`src/shared/chopper_pkg.sv`:
```
// Shared constants for the chopper timing and fault latch block
package chopper_pkg;

  // ****************************************
  // Chopping period
  // ****************************************
  localparam int unsigned CHOP_PERIOD   = 8;
  localparam int unsigned CHARGE_CYCLES = 3;
  localparam int unsigned FAST_CYCLES   = 3;
  localparam logic [2:0]  FAST_START    = 3'h5;
  localparam logic [2:0]  PHASE_RESET   = 3'h0;

  // ****************************************
  // Over-current timing, in oscillator cycles
  // ****************************************
  localparam int unsigned MASK_CYCLES   = 4;
  localparam int unsigned TRIP_MIN      = 4;
  localparam int unsigned TRIP_MAX      = 8;
  localparam logic [3:0]  TRIP_COUNT    = 4'h4;
  localparam logic [2:0]  MASK_COUNT    = 3'h4;

  // ****************************************
  // Bridge drive codes
  // ****************************************
  typedef enum logic [1:0] {
    DRIVE_OFF,
    DRIVE_CHARGE,
    DRIVE_SLOW,
    DRIVE_FAST
  } drive_e;

endpackage

```
`src/design/input_sync.sv`:
```
// Two-flop synchroniser for a bundle of asynchronous inputs
module input_sync #(
  parameter int unsigned WIDTH = 1
) (
  input  wire logic             clk,
  input  wire logic             nrst,
  input  wire logic             en,
  input  wire logic [WIDTH-1:0] din,
  output logic      [WIDTH-1:0] dout
);

  logic [WIDTH-1:0] meta_q;

  generate
    if (WIDTH < 1) begin : g_chk
      $error("input_sync: WIDTH must be at least 1");
    end
  endgenerate

  always_ff @(posedge clk or negedge nrst) begin
    if (!nrst) begin
      meta_q <= '0;
      dout   <= '0;
    end else if (en) begin
      meta_q <= din;
      dout   <= meta_q;
    end
  end

endmodule

```
`src/design/motor_chopper_fault_timing.sv`:
```
// Chopper phase sequencer, blanking, over-current and thermal fault latch
module motor_chopper_fault_timing #(
  parameter int unsigned PERIOD = chopper_pkg::CHOP_PERIOD,
  parameter int unsigned BLANK  = chopper_pkg::CHARGE_CYCLES
) (
  input  wire logic                clk,
  input  wire logic                nrst,
  input  wire logic                en,
  input  wire logic                chop_ref_oscillator,
  input  wire logic                dc_mode,
  input  wire logic                drive_enable,
  input  wire logic [2:0]          drive_inputs,
  input  wire logic                current_target_reached,
  input  wire logic                overcurrent_sense,
  input  wire logic                thermal_sense,
  output chopper_pkg::drive_e      bridge_drive,
  output logic                     bridge_oe,
  output logic                     blanking,
  output logic                     overcurrent_trip,
  output logic                     thermal_trip
);

  // ****************************************
  // Elaboration checks
  // ****************************************
  generate
    if (PERIOD != chopper_pkg::CHOP_PERIOD || BLANK >= PERIOD || BLANK > 3) begin : g_chk
      $error("motor_chopper_fault_timing: unsupported PERIOD or BLANK");
    end
  endgenerate

  // ****************************************
  // Input synchronisation
  // ****************************************
  logic [7:0] raw;
  logic [7:0] syn;
  assign raw = {chop_ref_oscillator, dc_mode, drive_enable, drive_inputs,
                current_target_reached, overcurrent_sense};

  input_sync #(.WIDTH(8)) u_sync (
    .clk  (clk),
    .nrst (nrst),
    .en   (en),
    .din  (raw),
    .dout (syn)
  );

  logic thermal_s1_q;
  logic thermal_s2_q;
  always_ff @(posedge clk or negedge nrst) begin
    if (!nrst) begin
      thermal_s1_q <= 1'b0;
      thermal_s2_q <= 1'b0;
    end else if (en) begin
      thermal_s1_q <= thermal_sense;
      thermal_s2_q <= thermal_s1_q;
    end
  end

  logic       osc_s;
  logic       dc_s;
  logic       ena_s;
  logic [2:0] in_s;
  logic       target_s;
  logic       oc_s;
  assign osc_s    = syn[7];
  assign dc_s     = syn[6];
  assign ena_s    = syn[5];
  assign in_s     = syn[4:2];
  assign target_s = syn[1];
  assign oc_s     = syn[0];

  // ****************************************
  // Sequencer state
  // ****************************************
  logic                osc_prev_q, osc_prev_d;
  logic [2:0]          phase_q, phase_d;
  logic [2:0]          in_prev_q, in_prev_d;
  logic [1:0]          blank_q, blank_d;
  logic [2:0]          mask_q, mask_d;
  logic [3:0]          oc_cnt_q, oc_cnt_d;
  logic                target_hit_q, target_hit_d;
  logic                oc_trip_q, oc_trip_d;
  logic                th_trip_q, th_trip_d;
  chopper_pkg::drive_e drive_q, drive_d;
  logic                oe_q, oe_d;
  logic                blanking_q, blanking_d;

  logic tick;
  logic in_change;
  logic charge_start;
  assign tick         = osc_s && !osc_prev_q;
  assign in_change    = (in_s != in_prev_q);
  assign charge_start = tick && (phase_q == 3'h7);

  always_comb begin
    osc_prev_d   = osc_s;
    in_prev_d    = in_s;
    phase_d      = phase_q;
    blank_d      = blank_q;
    mask_d       = mask_q;
    oc_cnt_d     = oc_cnt_q;
    target_hit_d = target_hit_q;
    oc_trip_d    = oc_trip_q;
    th_trip_d    = th_trip_q;
    drive_d      = drive_q;
    oe_d         = oe_q;

    // Period counter
    if (tick) begin
      phase_d = phase_q + 3'h1;
    end

    // Target reached latches once per period, a hit at period start wins
    if (target_s && blank_q == 2'h0) begin
      target_hit_d = 1'b1;
    end else if (charge_start) begin
      target_hit_d = 1'b0;
    end

    // Digital blanking, DC mode only
    if (!dc_s) begin
      blank_d = 2'h0;
    end else if (in_change || charge_start) begin
      blank_d = 2'(BLANK);
    end else if (tick && blank_q != 2'h0) begin
      blank_d = blank_q - 2'h1;
    end

    // Over-current shutdown timer
    if (!oc_s || mask_q != 3'h0) begin
      oc_cnt_d = 4'h0;
    end else if (tick && oc_cnt_q != chopper_pkg::TRIP_COUNT) begin
      oc_cnt_d = oc_cnt_q + 4'h1;
    end

    // Mask after each switching event; a running count is not masked again
    if ((in_change || charge_start) && oc_cnt_d == 4'h0) begin
      mask_d = chopper_pkg::MASK_COUNT;
    end else if (tick && mask_q != 3'h0) begin
      mask_d = mask_q - 3'h1;
    end
    if (oc_cnt_q == chopper_pkg::TRIP_COUNT) begin
      oc_trip_d = 1'b1;
    end
    if (thermal_s2_q) begin
      th_trip_d = 1'b1;
    end

    // Phase selection: charge, slow, fast
    if (th_trip_q || oc_trip_q || !ena_s) begin
      drive_d = chopper_pkg::DRIVE_OFF;
      oe_d    = 1'b0;
    end else if (phase_q >= chopper_pkg::FAST_START) begin
      drive_d = chopper_pkg::DRIVE_FAST;
      oe_d    = 1'b1;
    end else if (blank_q != 2'h0 || (dc_s && phase_q < 3'(BLANK))) begin
      drive_d = chopper_pkg::DRIVE_CHARGE;
      oe_d    = 1'b1;
    end else if (target_hit_q || target_s) begin
      drive_d = chopper_pkg::DRIVE_SLOW;
      oe_d    = 1'b1;
    end else begin
      drive_d = chopper_pkg::DRIVE_CHARGE;
      oe_d    = 1'b1;
    end
    blanking_d = (blank_d != 2'h0);
  end

  always_ff @(posedge clk or negedge nrst) begin
    if (!nrst) begin
      osc_prev_q   <= 1'b0;
      in_prev_q    <= 3'h0;
      phase_q      <= chopper_pkg::PHASE_RESET;
      blank_q      <= 2'h0;
      mask_q       <= 3'h0;
      oc_cnt_q     <= 4'h0;
      target_hit_q <= 1'b0;
      oc_trip_q    <= 1'b0;
      th_trip_q    <= 1'b0;
      drive_q      <= chopper_pkg::DRIVE_OFF;
      oe_q         <= 1'b0;
      blanking_q   <= 1'b0;
    end else if (en) begin
      osc_prev_q   <= osc_prev_d;
      in_prev_q    <= in_prev_d;
      phase_q      <= phase_d;
      blank_q      <= blank_d;
      mask_q       <= mask_d;
      oc_cnt_q     <= oc_cnt_d;
      target_hit_q <= target_hit_d;
      oc_trip_q    <= oc_trip_d;
      th_trip_q    <= th_trip_d;
      drive_q      <= drive_d;
      oe_q         <= oe_d;
      blanking_q   <= blanking_d;
    end
  end

  assign bridge_drive     = drive_q;
  assign bridge_oe        = oe_q;
  assign blanking         = blanking_q;
  assign overcurrent_trip = oc_trip_q;
  assign thermal_trip     = th_trip_q;

  // ****************************************
  // Assertions
  // ****************************************
  a_thermal_off_hiz: assert property (@(posedge clk) disable iff (!nrst)
    en && th_trip_q |=> !oe_q && drive_q == chopper_pkg::DRIVE_OFF)
    else $error("thermal trip did not turn bridge off");

  a_thermal_latched: assert property (@(posedge clk) disable iff (!nrst)
    th_trip_q |=> th_trip_q)
    else $error("thermal trip released before reset");

  a_oc_off_all: assert property (@(posedge clk) disable iff (!nrst)
    en && oc_trip_q |=> !oe_q)
    else $error("over-current trip did not turn bridge off");

  a_oc_latched: assert property (@(posedge clk) disable iff (!nrst)
    oc_trip_q |=> oc_trip_q)
    else $error("over-current trip released before reset");

  a_mask_no_count: assert property (@(posedge clk) disable iff (!nrst)
    en && mask_q != 3'h0 |=> oc_cnt_q == 4'h0)
    else $error("over-current counted inside mask window");

  a_oc_trip_time: assert property (@(posedge clk) disable iff (!nrst)
    en && $rose(oc_trip_q) |-> $past(oc_cnt_q) == chopper_pkg::TRIP_COUNT)
    else $error("over-current trip before four cycles");

  a_phase_step: assert property (@(posedge clk) disable iff (!nrst)
    en && tick |=> phase_q == $past(phase_q) + 3'h1)
    else $error("period counter did not advance");

  a_fast_tail: assert property (@(posedge clk) disable iff (!nrst)
    en && !th_trip_q && !oc_trip_q && ena_s && phase_q >= chopper_pkg::FAST_START
    |=> drive_q == chopper_pkg::DRIVE_FAST)
    else $error("fast decay missing in last counts");

  a_step_noblank: assert property (@(posedge clk) disable iff (!nrst)
    en && !dc_s |=> blank_q == 2'h0)
    else $error("digital blanking in stepper mode");

  a_timer_restart: assert property (@(posedge clk) disable iff (!nrst)
    en && !oc_s |=> oc_cnt_q == 4'h0)
    else $error("over-current timer did not restart");

endmodule

```
`config.mk`:
```
export PLATFORM = sky130hd
export DESIGN_NAME = motor_chopper_fault_timing
export DESIGN_NICKNAME = d
export VERILOG_FILES = /design/src/shared/chopper_pkg.sv /design/src/design/input_sync.sv /design/src/design/motor_chopper_fault_timing.sv
export SDC_FILE = /design/constraint.sdc
export NUM_CORES = 1
export LEC_CHECK = 0
export ABC_CLOCK_PERIOD_IN_PS = 2500
export CAP_MARGIN = 20
export CORE_ASPECT_RATIO = 1.2
export CORE_MARGIN = 2
export CORE_UTILIZATION = 45
export CTS_CLUSTER_SIZE = 28
export DETAILED_ROUTE_END_ITERATION = 8
export DONT_BUFFER_PORTS = 1
export HOLD_SLACK_MARGIN = 0.12
export SLEW_MARGIN = 30
export SYNTH_ARGS = -nofsm -noshare
export SYNTH_HDL_FRONTEND = slang
export SYNTH_SLANG_ARGS = --single-unit
```
`constraint.sdc`:
```
create_clock -name clk -period 2.5 [get_ports clk]
set_input_delay 0.5 -clock clk [delete_from_list [all_inputs] [get_ports clk]]
set_output_delay 0.5 -clock clk [all_outputs]
set_load 0.02 [all_outputs]
```
# Word level (Yosys, flattened, before mapping)
# Cells that the tools add are included.
[op_classes]
add_sub_neg = 4
n_lt_le_gt_ge = 2
n_eq_ne = 4
mux = 14
reduce_logical = 29
[op_table]
columns = ["cell", "n"]
rows = [
  ["$mux W2", 7],
  ["$reduce_and A2 Y1", 5],
  ["$logic_and A1 B1 Y1", 8],
  ["$mux W4", 2],
  ["$reduce_bool A2 Y1", 4],
  ["$logic_or A1 B1 Y1", 6],
  ["$mux W3", 2],
  ["$add A4 B1 Y4 const B", 1],
  ["$eq A4 B3 Y1 const B", 1],
  ["$logic_not A4 Y1", 1],
  ["$ne A4 B3 Y1 const B", 1],
  ["$add A3 B1 Y3 const B", 1],
  ["$eq A3 B3 Y1 const B", 1],
  ["$ge A3 B3 Y1 const B", 1],
  ["$logic_not A1 Y1", 3],
  ["$lt A3 B2 Y1 const B", 1],
  ["$mux W1", 3],
  ["$ne A3 B3 Y1", 1],
  ["$reduce_bool A3 Y1", 1],
  ["$sub A3 B1 Y3 const B", 1],
  ["$logic_not A2 Y1", 1],
  ["$sub A2 B1 Y2 const B", 1],
]
[totals]
regBits = 41
input_bits = 12
output_inout_bits = 6
word_cells = 69

# Depth between registers and ports, before layout
# Gate-level depths: netlist of run 1.
[logic_depth]
word_depth = 9
ltp_mapped = 8
depth_no_buf = 7

# Modules after synthesis
# From an unflattened synthesis of run 1, not the netlist that was laid out.
[hier_totals]
hier_cells = 170
area_unflattened_um2 = 2014.4
[modules_own_cells]
columns = ["module", "n_inst", "cells_each", "area_per_inst_um2"]
rows = [
  ["motor_chopper_fault_timing", 1, 136, 1365.1],
  ["input_sync", 1, 34, 649.4],
]

# Worst setup path before layout of run 1
# OpenSTA, ideal clock, no wires.
[synth_timing]
kind = "register -> register"
start = "reg phase_q[0]"
end = "reg mask_q[0]"
t_arrival_ns = 1.713
t_required_ns = 2.418
setup_slack_ns = 0.704
path_stages_with_launch = 6
path_cell_list = "dfrtp_1 > ha_1 > ha_1 > a2111o_1 > or3_1 > o22ai_1"
[synth_between]
elab_chain_len = 6
word_cells_on_any_way = 7
[synth_rtl]
columns = ["element", "line", "rtl"]
rows = [
  ["start: declaration", "motor_chopper_fault_timing.sv:77", "logic [2:0] phase_q, phase_d;"],
  ["start signal: assignment", "motor_chopper_fault_timing.sv:174", "phase_q <= chopper_pkg::PHASE_RESET;"],
  ["start signal: assignment", "motor_chopper_fault_timing.sv:187", "phase_q <= phase_d;"],
  ["$eq A3 B3 Y1 *", "motor_chopper_fault_timing.sv:94", "assign charge_start = tick && (phase_q == 3'h7);"],
  ["$logic_and A1 B1 Y1 *", "motor_chopper_fault_timing.sv:94", ""],
  ["$logic_or A1 B1 Y1 *", "motor_chopper_fault_timing.sv:138", "if ((in_change || charge_start) && oc_cnt_d == 4'h0) begin"],
  ["$logic_and A1 B1 Y1 *", "motor_chopper_fault_timing.sv:138", ""],
  ["$reduce_bool A2 Y1 (no line)", "--", ""],
  ["$reduce_and A2 Y1 (no line)", "--", ""],
  ["end signal: assignment", "motor_chopper_fault_timing.sv:189", "mask_q <= mask_d;"],
  ["end: declaration", "motor_chopper_fault_timing.sv:80", "logic [2:0] mask_q, mask_d;"],
]
# Mark *: on every way between the ends. The rest lies on a longest branch, timed or not.
# A chain may end at the register's enable or synchronous reset.

# Worst setup path in the final report of run 1
# Ends and elaborated chain as after synthesis.

==> flow_summary.toml, run 1 <==
[yosys]
avgSynthCellArea_um2 = 11.5
yosys_warnings = 0
ys_seq_area_share_pct = 53.1
synth-compound-area-share_pct = 12.6
synth_simple_gate_area_share_pct = 10.3
ys_types = 35
synth_nets = 188
synth_area_um2 = 1930
synth_xor_area_share_pct = 1.81
synth_mux_area_share_pct = 13.4
synth_top_family_by_area = "multiplexers"
synth_adder_area_share_pct = 5.18
yosys_register_bits = 41
synthCells = 168

[status]
status = "complete, no violations"

[clock_tree]
cts_inserted_buffers = 5
cts_tree = "done"
htree_levels = 2
cts.sinks = 41
cts_hold_buffers = 2
cts.clk_slew.worst_paths_ns = 0.08
cts_setup_buffers = 0
cts_resized = 0
cts_buffer_depth = 2
clk_latency_ns = 0.29
clockRootBuffer = "clkbuf_8"

[sta]
fin_crit_sh_pct = 78.1
tightest_slew_ns = 0.377
slew_headroom_pct = 74.8
period_needed_ns = 1.95
fin_tns_setup_ns = 0
fmax_mhz = 512
layout_setup_ws_ns = 0.549
clock_skew_ns = 0.00527
setup_violations = 0
finalMaxSlewViolations = 0
hold_viol_final = 0
rsz0062_at_grt = "no"

[setup_path]
critPathLaunchType = "flop"
cp_common_cell = "ha_1"
crit_arrival_ns = 2.16
crit_type = "flop to flop"
worstSetupEndpointType = "flop"
crit_chain = "ha_1 > ha_1 > a2111o_1 > or3_1 > o22ai_1"
max_stage_delay_ns = 0.46
slowest_stage = "a2111o_1"
worst_ep_required_time_ns = 2.71
cp_max_fo = 6

[die]
dieWidth_um = 63.8
io_pins = 18
coreArea_um2 = 4200
die_h_um = 75.8
initial_utilization_pct = 46.1
std_cell_rows = 26
dieArea_um2 = 4840

[routing]
routed_wirelength_um = 3330
wl_per_cell_um = 14.5
via_count = 1201
viasPerCell = 5.24
drt_iter0_drc = 26
drc = 0
dr.pass1.iters = 5
ant_nets = 0

[cells_and_area]
antennaDiodeCount = 0
multi_input_area_um2 = 837
seqCellArea_um2 = 1030
finalCoreUtilization_pct = 50.0
n_fill_cell = 367
nets = 192
drive_above_1_share_pct = 19.1
syn_to_final_growth_pct = 8.61

[grt]
grt_use_total_pct = 15.3
antenna_found_initial = 0
first_global_vias = 1243
grt_pass1_wl_um = 5660
grt_max_degree = 42
grt-ovfl-total = 0

[placement]
port_buffers = 0
dp.final_hpwl_um = 2320
gp_congestion = 0.846
dp_slack_ns = 0.567

[pwr]
ir_drop_v = 0.000462
p_leak_uw = 0.000901
power.density_nw_per_um2 = 742

[job]
cap_violations = 0

[min_path]
hp-class = "input pin to flop"
-- state kept, by name, summed over array words and instances (netlist names) --
register	flops
target_hit_q	1
overcurrent_trip	1
phase_q	3
osc_prev_q	1
thermal_s2_q	1
u_sync.dout	8
in_prev_q	3
blank_q	2
bridge_oe	1
thermal_trip	1
bridge_drive	2
mask_q	3
thermal_s1_q	1
blanking	1
oc_cnt_q	4
u_sync.meta_q	8
-- routing by layer --
metal,vias up,track usage (%),wire (µm)
met1,577,17.6,1520
met4,0,6.52,46
li1,599,-,-
met2,19,26.4,1610
met3,6,5.17,146
met5,-,0,0
-- cell usage in the layout, fill, tap and decap left out, drive strengths merged, types with 3 or more instances in the layout --
| master | n |
|---|---|
| dfrtp | 41 |
| mux2 | 23 |
| inv | 13 |
| nand2 | 11 |
| o21ai | 10 |
| ha | 8 |
| nor2 | 7 |
| a21oi | 7 |
| clkbuf | 6 |
| nand3 | 4 |
| nor2b | 4 |
| xor2 | 3 |
| o22ai | 3 |
| a21o | 3 |
-- cell usage after synthesis (all sizes together) --
| cell | number | area [µm²] |
|---|---|---|
| buf | 2 | 10.0 |
| nor2 | 7 | 26.3 |
| and3b | 2 | 17.5 |
| nand2 | 11 | 41.3 |
| ha | 8 | 100 |
| nor2b | 4 | 32.5 |
| o22ai | 3 | 18.8 |
| a211oi | 2 | 15.0 |
| a2111o | 1 | 11.3 |
| nor3 | 1 | 5.00 |
| mux2 | 23 | 259 |
| a22o | 1 | 8.76 |
| nand3 | 4 | 20.0 |
| or3 | 2 | 12.5 |
| o31ai | 2 | 15.0 |
| dfrtp | 41 | 1030 |
| a21o | 3 | 22.5 |
| clkbuf | 3 | 11.3 |
| xnor2 | 1 | 8.76 |
| a21oi | 7 | 35.0 |
| inv | 13 | 48.8 |
| nand4 | 2 | 12.5 |
| o21a | 1 | 7.51 |
| xor2 | 3 | 26.3 |
| nor4 | 2 | 12.5 |
| o2bb2ai | 1 | 8.76 |
| o211ai | 1 | 7.51 |
| o32ai | 1 | 8.76 |
| nand2b | 2 | 12.5 |
| o21ai | 10 | 50.1 |
| a2111oi | 1 | 15.0 |
| and3 | 1 | 6.26 |
| a32o | 1 | 10.0 |
| o211a | 1 | 10.0 |
-- worst max-delay path, delay by kind of cell, from the launching register on --
family                     cells  cell delay (ns)
DFF                            1             0.44
and+or+nand+nor                1             0.40
AOI/OAI and AO/OA              2             0.61
adders and majority gates      2             0.42
-- cells by family (layout without fill, tap and decap cells) --
family                   count (synthesis)  in the layout
flip-flops                              41             41
AND/OR/NAND/NOR                         38             38
AO/OA/AOI/OAI                           36             36
multiplexers                            23             23
buffers and inverters                   18             23
adder cells (fa/ha/maj)                  8              8
XOR/XNOR                                 4              4
-- final timing paths --
check	start	endpoint	slack, ns	cells after the start
setup / recovery	phase_q[0]	mask_q[0]	0.55	5
hold / removal	en	blank_q[0]	0.29	1
hold reg to reg	thermal_s2_q	thermal_trip	0.48	1
setup reg to reg	phase_q[0]	mask_q[0]	0.55	5
min in group asynchronous	nrst	oc_cnt_q[2]	0.65	2
max in group asynchronous	nrst	u_sync.dout[3]	1.64	2
-- per-stage QoR --
| step | power, µW | hold WS (ns) | std cells | instance area, µm² |
|---|---|---|---|---|
| 2_1_floorplan | 1080 | 0.204 | 168 | 1930 |
| 6_report | 1560 | 0.288 | 229 | 2100 |
| 3_5_place_dp | 1130 | 0.206 | 219 | 1980 |
| 4_1_cts | 1580 | 0.285 | 229 | 2100 |
| 5_1_grt | 1670 | 0.271 | 229 | 2100 |
| 3_3_place_gp | 1110 | 0.206 | 219 | 1980 |
-- power breakdown --
part           switching [µW]  internal, µW  total, µW
combinational             138           148        285
clock                     229           197        425
sequential               85.9           760        846
total                     453          1100       1560
-- final cells by class --
type                       count  area share (%)
timing repair buffer           2            1.43
tap                           56            3.34
inverter                      13            2.32
clock buffer                   6            3.46
sequential                    41            48.9
multi-input combinational    109            39.9
clock inverter                 2           0.715
Power figures use the tool's default switching activity.
==> run 2, diff against run 1 <==
--- a/config.mk
+++ b/config.mk
@@ -5,7 +5,7 @@
 export SDC_FILE = /design/constraint.sdc
 export NUM_CORES = 1
 export LEC_CHECK = 0
-export ABC_CLOCK_PERIOD_IN_PS = 2500
+export ABC_CLOCK_PERIOD_IN_PS = 2000
 export CAP_MARGIN = 20
 export CORE_ASPECT_RATIO = 1.2
 export CORE_MARGIN = 2
==> constraint.sdc (replaced) <==
create_clock -name clk -period 2 [get_ports clk]
set_input_delay 0.4 -clock clk [delete_from_list [all_inputs] [get_ports clk]]
set_output_delay 0.4 -clock clk [all_outputs]
set_load 0.02 [all_outputs]
==> flow_summary.toml, run 2 (same netlist as run 1, synthesis figures left out) <==
[status]
status = "complete, no violations"

[clock_tree]
clockRootBuffer = "clkbuf_8"
htree_levels = 2
clk_latency_ns = 0.29
cts_tree = "done"
cts.sinks = 41
cts.clk_slew.worst_paths_ns = 0.07
cts_inserted_buffers = 5
cts_buffer_depth = 2

[sta]
slew_headroom_pct = 76.1
clock_skew_ns = 0.00518
setup_violations = 0
layout_setup_ws_ns = 0.0741
tightest_slew_ns = 0.357
finalMaxSlewViolations = 0
fmax_mhz = 519
hold_viol_final = 0
fin_crit_sh_pct = 96.3
period_needed_ns = 1.93

[setup_path]
critical_path.top_delay_family = "compound AO/OA/AOI/OAI gates"
worstSetupEndpointType = "flop"
r2r-end = "blank_q[1]"
cp.depth = 7
crit_arrival_ns = 2.10
crit_end = "blank_q[1]"
r2r_setup_slack_ns = 0.07
slowest_stage = "a2111o_1"
cp_max_fo = 5
worst_ep_required_time_ns = 2.18
crit_start = "phase_q[0]"
rr_startpoint = "phase_q[0]"
cp_common_cell = "ha_1"
reg2regPathDepth = 7
crit_type = "flop to flop"
max_stage_delay_ns = 0.45
path_buf_inv = 1
crit_chain = "ha_1 > ha_1 > a2111o_1 > buf_4 > o21a_1 > nor2_1 > a21oi_1"
critPathLaunchType = "flop"

[cells_and_area]
layout_commonest_cell = "dfrtp_1"
syn_to_final_growth_pct = 11.3
final_area_um2 = 2150
antennaDiodeCount = 0
nets = 194
final_cell_mix = "dfrtp_1, mux2_2, inv_1"
largestRegisters = "u_sync.dout: 8 flops, u_sync.meta_q: 8 flops, oc_cnt_q: 4 flops"
drive_above_1_share_pct = 21.7

[grt]
grt_use_total_pct = 15.7
antenna_found_initial = 0
grt_max_degree = 42
grt_pass1_wl_um = 5710
first_global_vias = 1271
grt-ovfl-total = 0

[placement]
gp_congestion = 0.867
port_buffers = 0
dp.final_hpwl_um = 2420
placed_cell_area_um2 = 1990
dp_slack_ns = 0.0710

[routing]
routed_wirelength_um = 3390
ant_nets = 0
via_count = 1234
viasPerCell = 5.34
dr.pass1.iters = 4
drc = 0
drt_iter0_drc = 69
wl_per_cell_um = 14.7

[die]
dieWidth_um = 63.8
std_cell_rows = 26
initial_utilization_pct = 46.1
dieArea_um2 = 4840
die_h_um = 75.8
io_pins = 18
coreArea_um2 = 4200

[job]
cap_violations = 0

[pwr]
power.density_nw_per_um2 = 984
p_leak_uw = 0.000929
ir_drop_v = 0.000547

[min_path]
hp-class = "input pin to flop"
-- run 2: metrics by stage --
step	hold WS (ns)	TNS, ns	instances	total power, µW	utilization [%]
4_1_cts	0.185	0	230	2130	51.0
6_report	0.193	0	231	2120	51.3
3_3_place_gp	0.106	0	220	1400	47.4
3_5_place_dp	0.106	0	220	1420	47.4
2_1_floorplan	0.104	0	168	1340	-
5_1_grt	0.177	-0.0136	231	2260	51.3
-- run 2: where the power goes --
group | internal (µW) | switching [µW] | total [µW]
sequential | 953 | 108 | 1060
clock | 405 | 281 | 687
combinational | 195 | 176 | 370
total | 1550 | 565 | 2120
-- run 2: layer usage --
metal  track usage, %  vias to the layer above  wire (µm)  share of wire, %
met5                0                        -          0                 0
met1             18.4                      596       1490                44
met2             26.7                       26       1700                50
li1                 -                      605          -                 -
met4             7.49                        0         60               1.8
met3             4.58                        7        129               3.8
-- run 2: area by class of cell --
type | count | area (µm²)
Clock buffer | 6 | 82.6
Clock inverter | 2 | 37.5
Fill cell | 339 | 2040
Inverter | 13 | 48.8
Multi-Input combinational cell | 109 | 841
Sequential cell | 41 | 1030
Tap cell | 56 | 70.1
Timing Repair Buffer | 4 | 45.0
-- run 2: worst min path at each step --
stage	from	cells after the start	to	slack, ns
final	en	1	blank_q[0]	0.19
after global routing	en	1	blank_q[1]	0.18
after CTS	en	1	blank_q[0]	0.19
after detailed placement	nrst	0	oc_cnt_q[0]	0.11
after global placement	nrst	0	oc_cnt_q[2]	0.11
after floorplan	nrst	0	blank_q[0]	0.10
-- run 2: repair_timing --
action	4_1_cts	5_1_grt
resized for setup	0	2
setup buffers	0	1
setup endpoints to repair	0	2
endpoints found under the hold margin	41	0
hold buffers	2	0
